### src/logic/ecpf_defs.svh
// constants of the mode-selected port fifo and its configuration pair
// assumes the including file is compiled once per unit or guarded here
//
// Notes on behaviour
// - parallel-fifo mode sends fifo words by standard handshake
// - ecp forward sends queued words by ecp handshake
// - ecp reverse packs peripheral bytes into words
// - test mode never hands words to handshake
// - test mode may show head on data lines
// - test fifo never stalls; full/empty stay true
// - test fifo takes one word every clock
// - test reads return head in written order
// - service flag keeps working in test mode
// - configuration pair reachable only in configuration mode
// - config a bit 7 reports level interrupts
// - config a bits 6:4 report word width code
// - config a bit 2 reports pipeline byte accounting
// - config a bits 1:0 snapshot head bytes
// - config b readable and writable
// - config b bit 7 enables compression, default off
// - config b bit 6 mirrors interrupt line level
// - config b bits 5:3 select interrupt line
// - config b bits 2:0 select dma channel
// - standard mode holds fifo in reset, snapshot
// - hardware sets service flag; writing one also sets it
`ifndef ECPF_DEFS_SVH
`define ECPF_DEFS_SVH

// bus and word widths, register offsets
`define ECPF_ADDR_W      11
`define ECPF_WORD_W      16
`define ECPF_OFS_FIFO    11'h400
`define ECPF_OFS_CFGB    11'h401

// port mode codes
`define ECPF_MODE_STD    3'h0
`define ECPF_MODE_PS2    3'h1
`define ECPF_MODE_PFIFO  3'h2
`define ECPF_MODE_ECP    3'h3
`define ECPF_MODE_TEST   3'h6
`define ECPF_MODE_CONFIG 3'h7

// queue geometry and service thresholds in port words
`define ECPF_DEPTH       16
`define ECPF_PTR_W       4
`define ECPF_CNT_W       5
`define ECPF_DEPTH_CNT   5'h10
`define ECPF_FREE_THR    5'h08
`define ECPF_FILL_THR    5'h08

// implementation facts shown in configuration a
`define ECPF_LEVEL_IRQ   1'b1
`define ECPF_WIDTH_CODE  3'h0
`define ECPF_PIPE_BYTE   1'b1
`define ECPF_MISC_BIT    1'b0

// configuration b reset values and field positions
`define ECPF_IRQ_SEL_RST 3'h1
`define ECPF_DMA_SEL_RST 3'h5
`define ECPF_B_COMP      7
`define ECPF_B_IRQV      6
`define ECPF_B_IRQ_HI    5
`define ECPF_B_IRQ_LO    3
`define ECPF_B_DMA_HI    2
`define ECPF_B_DMA_LO    0

`endif

### src/logic/ecpf_pkg.sv
// types shared by the port fifo block
// assumes ecpf_defs.svh is on the include path
`include "ecpf_defs.svh"

package ecpf_pkg;

   // one port word as moved by the host
   typedef logic [`ECPF_WORD_W-1:0] ecpf_port_word_t;

   // one host i/o or dma cycle, valid for a single clock
   typedef struct packed {
      logic                   wr;    // write strobe
      logic                   rd;    // read strobe
      logic [`ECPF_ADDR_W-1:0] addr; // i/o offset
      ecpf_port_word_t        data;  // write data
   } ecpf_io_req_t;

   // reverse byte packer phase
   typedef enum logic {
      PACK_LOW  = 1'b0,
      PACK_HIGH = 1'b1
   } ecpf_pack_t;

endpackage

### src/logic/ecpf_queue.sv
// circular word store with optional overwrite for the port fifo
// assumes one clock; flush and push/pop come from the same domain
`timescale 1ns/1ps
`include "ecpf_defs.svh"

module ecpf_queue
   import ecpf_pkg::*;
(
   input  wire logic                   clk,
   input  wire logic                   sys_rst,
   input  wire logic                   flush,
   input  wire logic                   push,
   input  wire logic                   pop,
   input  wire logic                   overwrite,
   input  wire ecpf_port_word_t        wrData,
   output ecpf_port_word_t             head,
   output ecpf_port_word_t             headNext,
   output logic [`ECPF_CNT_W-1:0]      count,
   output logic [`ECPF_CNT_W-1:0]      nextCount
);

   ecpf_port_word_t         mem [`ECPF_DEPTH]; // word storage
   logic [`ECPF_PTR_W-1:0]  wrPtr;             // next slot to fill
   logic [`ECPF_PTR_W-1:0]  rdPtr;             // head slot
   logic [`ECPF_PTR_W-1:0]  next_wrPtr;
   logic [`ECPF_PTR_W-1:0]  next_rdPtr;
   logic                    isFull;            // every slot used
   logic                    accept;            // push really stored
   logic                    doPop;             // pop really taken
   logic                    dropOld;           // oldest word overwritten

   // decide what this edge does to the pointers
   always_comb begin
      isFull  = (count == `ECPF_DEPTH_CNT);
      accept  = push && !flush && (!isFull || overwrite);
      doPop   = pop && !flush && (count != '0);
      dropOld = accept && isFull && !doPop;
      next_wrPtr = accept ? wrPtr + 1'b1 : wrPtr;
      next_rdPtr = (doPop || dropOld) ? rdPtr + 1'b1 : rdPtr;
      nextCount  = count;
      if (flush) begin
         next_wrPtr = '0;
         next_rdPtr = '0;
         nextCount  = '0;
      end else if (accept && !doPop && !dropOld) begin
         nextCount = count + 1'b1;
      end else if (doPop && !accept) begin
         nextCount = count - 1'b1;
      end
      // forward a word landing on the slot that becomes the head
      headNext = (accept && wrPtr == next_rdPtr) ? wrData
                                                 : mem[next_rdPtr];
      head     = mem[rdPtr];
   end

   // pointer and occupancy state
   always_ff @(posedge clk) begin
      if (sys_rst) begin
         wrPtr <= '0;
         rdPtr <= '0;
         count <= '0;
      end else begin
         wrPtr <= next_wrPtr;
         rdPtr <= next_rdPtr;
         count <= nextCount;
      end
   end

   // storage write, no reset needed on data
   always_ff @(posedge clk) begin
      if (accept) begin
         mem[wrPtr] <= wrData;
      end
   end

endmodule

### src/logic/ecpf_port_fifo.sv
// mode-selected fifo and configuration registers of the parallel port
// assumes mode, direction, dma and service writes come from the
// extended control logic on this clock; the handshake machines use
// txWord/txValid/txTake and rxByte/rxStrobe/rxReady; the interrupt
// request pin is asynchronous and synchronised here
`timescale 1ns/1ps
`include "ecpf_defs.svh"

module ecpf_port_fifo
   import ecpf_pkg::*;
(
   input  wire logic                   clk,
   input  wire logic                   sys_rst,
   input  wire ecpf_io_req_t           ioReq,
   output ecpf_port_word_t             ioRdData,
   output logic                        ioRdValid,
   input  wire logic [2:0]             portMode,
   input  wire logic                   direction,
   input  wire logic                   dmaEn,
   input  wire logic                   dmaTermCount,
   input  wire logic                   svcWrite,
   input  wire logic                   svcWriteValue,
   output logic                        serviceRequestFlag,
   output logic                        fifoFull,
   output logic                        fifoEmpty,
   output ecpf_port_word_t             txWord,
   output logic                        txValid,
   input  wire logic                   txTake,
   input  wire logic [7:0]             rxByte,
   input  wire logic                   rxStrobe,
   output logic                        rxReady,
   input  wire logic [1:0]             headBytesLeft,
   input  wire logic                   irqLinePin,
   output logic [7:0]                  testLineData,
   output logic                        compressEn,
   output logic [2:0]                  irqSelect,
   output logic [2:0]                  dmaChannelSelect
);

   // mode decode
   logic                   isStdLike;    // fifo held in reset
   logic                   isPfifo;      // standard fifo mode
   logic                   isEcpFwd;     // ecp forward
   logic                   isEcpRev;     // ecp reverse
   logic                   isTest;       // loop-back test mode
   logic                   isConfig;     // configuration mode
   logic                   fifoSel;      // access hits fifo offset
   logic                   cfgBSel;      // access hits second offset

   // queue handshake
   logic                   hostPush;     // host write into fifo
   logic                   hostPop;      // host read out of fifo
   logic                   txPop;        // handshake consumed head
   logic                   rxPush;       // packed word ready
   logic                   qPush;
   logic                   qPop;
   ecpf_port_word_t        qWrData;
   ecpf_port_word_t        qHead;
   ecpf_port_word_t        qHeadNext;
   logic [`ECPF_CNT_W-1:0] qCount;
   logic [`ECPF_CNT_W-1:0] qNextCount;
   logic [`ECPF_CNT_W-1:0] freeWords;    // unused slots

   // reverse packing
   ecpf_pack_t             packPhase;    // which byte comes next
   logic [7:0]             lowByte;      // first byte of a word

   // service and configuration state
   logic                   svcCond;      // a service condition holds
   logic [2:0]             prevMode;     // mode one clock ago
   logic [1:0]             headSnap;     // host recovery snapshot
   logic                   irqMeta;      // first sync stage
   logic                   irqLineLevel; // synchronised line level

   // true when a mode feeds the handshake from the fifo
   function automatic logic drains(input logic [2:0] m,
                                   input logic       dir);
      drains = (m == `ECPF_MODE_PFIFO) ||
               (m == `ECPF_MODE_ECP && !dir);
   endfunction

   // decode mode and offsets
   always_comb begin
      isStdLike = (portMode == `ECPF_MODE_STD) ||
                  (portMode == `ECPF_MODE_PS2);
      isPfifo   = (portMode == `ECPF_MODE_PFIFO);
      isEcpFwd  = (portMode == `ECPF_MODE_ECP) && !direction;
      isEcpRev  = (portMode == `ECPF_MODE_ECP) && direction;
      isTest    = (portMode == `ECPF_MODE_TEST);
      isConfig  = (portMode == `ECPF_MODE_CONFIG);
      fifoSel   = (ioReq.addr == `ECPF_OFS_FIFO) && !isConfig;
      cfgBSel   = (ioReq.addr == `ECPF_OFS_CFGB);
   end

   // steer host, handshake and packer onto the one queue
   always_comb begin
      // host writes only where the fifo faces outward or in test
      hostPush = ioReq.wr && fifoSel &&
                 (isPfifo || isEcpFwd || isTest);
      // host reads in reverse ecp, or any direction in test
      hostPop  = ioReq.rd && fifoSel && (isEcpRev || isTest);
      txPop    = txTake && txValid && drains(portMode, direction);
      rxPush   = rxStrobe && isEcpRev && (packPhase == PACK_HIGH);
      qPush    = hostPush || rxPush;
      qPop     = hostPop || txPop;
      qWrData  = rxPush ? {rxByte, lowByte} : ioReq.data;
      freeWords = `ECPF_DEPTH_CNT - qCount;
   end

   // word store; test mode overwrites instead of stalling
   ecpf_queue u_queue (
      .clk       (clk),
      .sys_rst   (sys_rst),
      .flush     (isStdLike),
      .push      (qPush),
      .pop       (qPop),
      .overwrite (isTest),
      .wrData    (qWrData),
      .head      (qHead),
      .headNext  (qHeadNext),
      .count     (qCount),
      .nextCount (qNextCount)
   );

   // occupancy flags follow the count of the coming cycle
   always_ff @(posedge clk) begin
      if (sys_rst) begin
         fifoFull  <= 1'b0;
         fifoEmpty <= 1'b1;
      end else begin
         fifoFull  <= (qNextCount == `ECPF_DEPTH_CNT);
         fifoEmpty <= (qNextCount == '0);
      end
   end

   // head word offered to the outgoing handshake
   always_ff @(posedge clk) begin
      if (sys_rst) begin
         txValid <= 1'b0;
         txWord  <= '0;
      end else begin
         // never offered in test mode
         txValid <= drains(portMode, direction) &&
                    (qNextCount != '0);
         txWord  <= qHeadNext;
      end
   end

   // test mode shows the head's low byte with no handshake
   always_ff @(posedge clk) begin
      if (sys_rst) begin
         testLineData <= 8'h00;
      end else if (isTest) begin
         testLineData <= qHeadNext[7:0];
      end else begin
         testLineData <= 8'h00;
      end
   end

   // pack reverse bytes low first; flushed with the fifo
   always_ff @(posedge clk) begin
      if (sys_rst || isStdLike) begin
         packPhase <= PACK_LOW;
         lowByte   <= 8'h00;
      end else if (rxStrobe && isEcpRev) begin
         // second byte completes the word
         if (packPhase == PACK_LOW) begin
            lowByte   <= rxByte;
            packPhase <= PACK_HIGH;
         end else begin
            packPhase <= PACK_LOW;
         end
      end
   end

   // reverse handshake may hand a byte only while room remains
   always_ff @(posedge clk) begin
      if (sys_rst) begin
         rxReady <= 1'b0;
      end else begin
         rxReady <= isEcpRev && (qNextCount != `ECPF_DEPTH_CNT);
      end
   end

   // service condition: dma terminal count or threshold reached
   always_comb begin
      svcCond = 1'b0;
      if (!isStdLike && !isConfig) begin
         if (dmaEn) begin
            svcCond = dmaTermCount;
         end else if (!direction) begin
            svcCond = (freeWords >= `ECPF_FREE_THR);
         end else begin
            svcCond = (qCount >= `ECPF_FILL_THR);
         end
      end
   end

   // service flag; a condition in the clearing cycle wins
   always_ff @(posedge clk) begin
      if (sys_rst) begin
         serviceRequestFlag <= 1'b1;
      end else if (svcCond) begin
         serviceRequestFlag <= 1'b1;
      end else if (svcWrite) begin
         // writing one sets the flag, writing zero clears it
         serviceRequestFlag <= svcWriteValue;
      end
   end

   // remember mode for the host recovery snapshot
   always_ff @(posedge clk) begin
      if (sys_rst) begin
         prevMode <= `ECPF_MODE_STD;
         headSnap <= 2'h0;
      end else begin
         prevMode <= portMode;
         // leaving ecp resets the fifo: catch head byte count
         if (prevMode == `ECPF_MODE_ECP && isStdLike) begin
            headSnap <= headBytesLeft;
         end
      end
   end

   // two-stage sync of the interrupt request pin
   always_ff @(posedge clk) begin
      if (sys_rst) begin
         irqMeta      <= 1'b0;
         irqLineLevel <= 1'b0;
      end else begin
         irqMeta      <= irqLinePin;
         irqLineLevel <= irqMeta;
      end
   end

   // routing and compression fields, written in config mode only
   always_ff @(posedge clk) begin
      if (sys_rst) begin
         compressEn       <= 1'b0;
         irqSelect        <= `ECPF_IRQ_SEL_RST;
         dmaChannelSelect <= `ECPF_DMA_SEL_RST;
      end else if (ioReq.wr && cfgBSel && isConfig) begin
         compressEn <= ioReq.data[`ECPF_B_COMP];
         irqSelect  <=
            ioReq.data[`ECPF_B_IRQ_HI:`ECPF_B_IRQ_LO];
         dmaChannelSelect <=
            ioReq.data[`ECPF_B_DMA_HI:`ECPF_B_DMA_LO];
      end
   end

   // read answer for the two offsets this block owns
   always_ff @(posedge clk) begin
      if (sys_rst) begin
         ioRdData  <= '0;
         ioRdValid <= 1'b0;
      end else begin
         ioRdValid <= ioReq.rd &&
                      (ioReq.addr == `ECPF_OFS_FIFO || cfgBSel);
         ioRdData  <= '0;
         if (ioReq.rd && ioReq.addr == `ECPF_OFS_FIFO) begin
            if (isConfig) begin
               // implementation facts and snapshot
               ioRdData <= {8'h00, `ECPF_LEVEL_IRQ,
                            `ECPF_WIDTH_CODE,
                            `ECPF_MISC_BIT,
                            `ECPF_PIPE_BYTE,
                            headSnap};
            end else if (isEcpRev || isTest) begin
               // head word; underrun in test rereads it
               ioRdData <= qHead;
            end
         end else if (ioReq.rd && cfgBSel && isConfig) begin
            ioRdData <= {8'h00, compressEn,
                         irqLineLevel,
                         irqSelect, dmaChannelSelect};
         end
      end
   end
endmodule

### config.mk
export PLATFORM = sky130hd
export DESIGN_NAME = ecpf_port_fifo
export DESIGN_NICKNAME = d
export VERILOG_FILES = /design/src/logic/ecpf_pkg.sv /design/src/logic/ecpf_queue.sv /design/src/logic/ecpf_port_fifo.sv
export VERILOG_INCLUDE_DIRS = /design/src /design/src/logic
export SDC_FILE = /design/constraint.sdc
export NUM_CORES = 1
export LEC_CHECK = 0
export BUFFER_PORTS_ARGS = -buffer_cell sky130_fd_sc_hd__buf_2
export CORE_MARGIN = 2
export CORE_UTILIZATION = 40
export CTS_CLUSTER_DIAMETER = 200
export DETAILED_ROUTE_END_ITERATION = 6
export GPL_TIMING_DRIVEN = 0
export SYNTH_ARGS = -nofsm -noshare
export SYNTH_HDL_FRONTEND = slang
export SYNTH_SLANG_ARGS = --single-unit
export TNS_END_PERCENT = 20
### constraint.sdc
create_clock -name clk -period 3.8 [get_ports clk]
set_clock_uncertainty 0.1 [all_clocks]
set_input_delay 0.76 -clock clk [delete_from_list [all_inputs] [get_ports clk]]
set_output_delay 0.76 -clock clk [all_outputs]
set_load 0.02 [all_outputs]
==> impl_summary.md <==
Timing
The hold slack is 346.3 ps. Setup repair after global routing could not meet its margin everywhere. The final hold violation count is 0. In the finished design, the share of the clock period the worst path needs comes to 100.1%. The achievable clock frequency is 0.2629 GHz.

The final number of max-transition violations came to 0. The smallest clock period supported by the final layout is computed as 3804 ps. The setup TNS is -3.832 ps. The worst slew margin relative to its limit is between 20% and 30%. Across all setup checks in the final design, the least slack found is -3.832 ps. For the pin with the worst max-slew slack, the measured transition is around 1100 ps.

Setup violations remaining at the end of the flow were counted as 1.

Clock tree
The sink count of the clock tree is 338. The longest clock path from root to sink contains 3 buffers. The TritonCTS clock tree is built. The clock edge transition at the registers on the reported setup and hold paths is 60 ps.

The H-tree was split into 2 levels. The later pin in the worst-skew pair is clocked with a latency of roughly 540 ps. The root buffer cell is sky130_fd_sc_hd__clkbuf_16. Clock tree synthesis inserted a total of 38 buffers. Buffers inserted to repair hold after CTS numbered 0.

Worst setup path
The data required time at the worst endpoint is 4120 ps. The reg-to-reg setup timing slack is -4 ps. Along the worst path, the maximum fanout reaches 6. The startpoint identified for the worst register-to-register timing path is u_queue.count[0].

The setup path with the least slack is of type flop to flop. The worst setup path is launched from a flop. STA classifies the critical path endpoint as a flop.

Tracing the worst setup path back leads to its startpoint at u_queue.count[0]. The signal arrival time at the worst endpoint is about 4000 ps.

Die
The floorplan has 72 rows. The starting utilization of the core area is 40.69%. From bottom edge to top edge, the die measures 202.7 um. The area of the die is 41100 sq um. The floorplan step set the die width to 202.7 um.

The I/O pin count is about 110. The core footprint is 38830 sq um.

Synth
The combined area of all synthesized cells is about 16000 sq um. After synthesis, the cell types taking the most area are sky130_fd_sc_hd__edfxtp_1, sky130_fd_sc_hd__mux4_2, sky130_fd_sc_hd__dfxtp_1, sky130_fd_sc_hd__mux2i_1, sky130_fd_sc_hd__nand2_1. The number of storage elements in the synthesis netlist is between 300 and 400. By count the netlist is led by sky130_fd_sc_hd__edfxtp_1, sky130_fd_sc_hd__nand2_1, sky130_fd_sc_hd__mux2i_1.

When the netlist entered floorplanning its net count stood at 1229. The average cell area after synthesis is 13.54 sq um. In the synthesized netlist the dominant register cell turns out to be sky130_fd_sc_hd__edfxtp_1.

The sequential-to-total area share from yosys stat is about three fifths. sky130_fd_sc_hd__edfxtp_1 is the most common cell in the netlist. The synthesized netlist contains 62 unique library cells.

During synthesis, Yosys emitted a total of 0 warnings. Of the post-synthesis cell area, the dominant cell type holds 48.66%. The cell accounting for the most synthesized area is sky130_fd_sc_hd__edfxtp_1.

The number of synthesized flops with an enable pin is around 260. The fraction of registers with async set or reset after synthesis is 0%. Synthesis handed over a netlist of 1167 instances.

Final layout
The final core area utilization is between 40% and 50%. The area of all placed cells without fillers is 19230 sq um. The net count reported at finish is 1401. Relative to the synthesized area, the layout overhead comes to 21.73%. In the final layout, the share of cells above drive strength 1 is 29.00%.

Excluding fillers, the count of instances in the completed layout stands at roughly 1.9k.

Global routing
The number of global-route vias before repair is 11.26k. The total overflow reported by the global router is 0. The number of antenna violations at the first check in global routing is 1. Entering global routing, the biggest net connects 20 pins. The first global-routing pass estimated 73820 um of wire. For this run, the total global-route usage over all layers was measured as 24.77%.

Power
The part of the power in registers is 49.2%. The relative contribution of the clock network to total power is 48.6%. Overall power consumption after layout is estimated at 8.089 mW.

Per report_power, the combinational group accounts for 2.2% of the total. Power spread over the standard cell area amounts to 420.6 nW/um^2. Across the VDD grid, the largest voltage drop is 0.2903 mV.

Cell internal power was estimated by the tool at 6.439 mW. The static leakage is 6.766 nW. The power spent charging and discharging nets is between 1.5 and 2 mW. The switching part of the total power is 20.40%.

Run status
The run finished, with violations left. The final reports fail on setup timing.

Placement
The placement-stage worst setup slack is -1249 ps. The total placed cells including tap cells is around 1.8k. Summed over all nets, the half-perimeter wirelength after detailed placement is 34410 um. Port buffering added 104 buffers. The weighted congestion at the end of routability-driven global placement is 0.8928. Summing all placed instances gives a cell area of around 17000 sq um.

Drt
Before antenna repair, the detailed router went through 5 iterations. In this run, the number of DRC markers left after iteration 0 of detailed routing was 1380. The number of nets with antenna violations after routing is 0.

In the final routed layout, each cell accounts on average for ~27 um. The total length of routed wires is 51190 um. The total via count after detailed routing is 11.30k. Using the TritonRoute via totals, the vias-per-cell ratio works out to around 6. For this run, design rule violations remaining after detail routing come to 0.

Job
The max-cap violation count is 0.

Hold path
The worst hold path begins at irqMeta. The path class of the tightest hold or removal check is flop to flop.
-- area by class of cell --
type | count | area [sq um]
inverter | 30 | 112.6
multi-input combinational | 722 | 6377
fill | 3336 | 19600
timing repair buffer | 134 | 904.6
tap | 518 | 648.1
buffer | 75 | 505.5
antenna | 1 | 2.502
clock buffer | 54 | 1126
sequential | 338 | 9334
clock inverter | 16 | 220.2
-- worst max-delay path, cell delays in order, from the launching register on --
cell and delay (ps):
sky130_fd_sc_hd__dfxtp_4 350, sky130_fd_sc_hd__inv_2 60, sky130_fd_sc_hd__ha_4 160, sky130_fd_sc_hd__nor3b_4 160
sky130_fd_sc_hd__ha_4 190, sky130_fd_sc_hd__nor3b_4 220, sky130_fd_sc_hd__o21ai_2 90, sky130_fd_sc_hd__o21a_1 190
sky130_fd_sc_hd__buf_6 140, sky130_fd_sc_hd__a211o_4 350, sky130_fd_sc_hd__buf_12 140, sky130_fd_sc_hd__buf_16 140
sky130_fd_sc_hd__mux4_2 420, sky130_fd_sc_hd__a22o_1 250, sky130_fd_sc_hd__or4_4 540, sky130_fd_sc_hd__and3_4 180
-- cell usage in the layout, fill, tap and decap left out, drive strengths merged, types with 30 or more instances in the layout --
master	Yosys	routed
a21oi	60	60
nor2	60	60
clkbuf	45	98
inv	30	30
nand2	140	140
mux2i	126	126
mux4	76	76
dfxtp	82	82
edfxtp	256	256
buf	32	161
-- layer usage --
layer / part of all wire (%) / vias to the layer above / routed length, um / track usage, %
li1: - / 4839 / - / -
met1: 40 / 5738 / 20340 / 32.51
met2: 47 / 598 / 23970 / 40.07
met3: 8.5 / 128 / 4330 / 4.254
met4: 5.0 / 0 / 2545 / 11.89
met5: 0 / - / 0 / 0
-- what timing repair did --
action,CTS,global route
gates cloned,1,0
resized for setup,94,32
setup buffers,12,5
pin swaps,15,12
endpoints found under the setup margin,38,42
-- power by group through the flow --
stage	Clock (mW)	Sequential, mW	Combinational, mW
6_report	3.93	3.98	0.177
4_1_cts	3.97	3.98	0.172
2_1_floorplan	0	4.07	0.0704
5_1_grt	4.11	3.98	0.188
3_5_place_dp	0	4.06	0.169
3_3_place_gp	0	4.06	0.167
-- registers in the layout, indices dropped and copies added (netlist names), 2 cells and up --
name              flops
headSnap              2
lowByte               8
dmaChannelSelect      3
txWord               16
testLineData          8
irqSelect             3
prevMode              3
u_queue.rdPtr         4
u_queue.count         5
u_queue.mem         256
ioRdData             16
u_queue.wrPtr         4
-- cell families (layout without fill, tap and decap cells) --
family                     after synthesis  in the layout  synth area share (%)
AOI/OAI and AO/OA                      173            173                 7.516
xor gates and xnor gates                11             11                0.6098
adders and majority gates               10             10                0.7920
buffers and inverters                  107            309                 2.859
DFF                                    338            338                 59.05
muxes                                  215            215                 19.74
other                                    0              1                     0
and+or+nand+nor                        313            313                 9.425
-- path summary, 6_finish.rpt --
kind         cells past startpoint      endpoint
min reg2reg                      1  irqLineLevel
max                             15     txWord[6]
max reg2reg                     15     txWord[6]
min                              1  irqLineLevel
(Power assumes the default switching activity.)
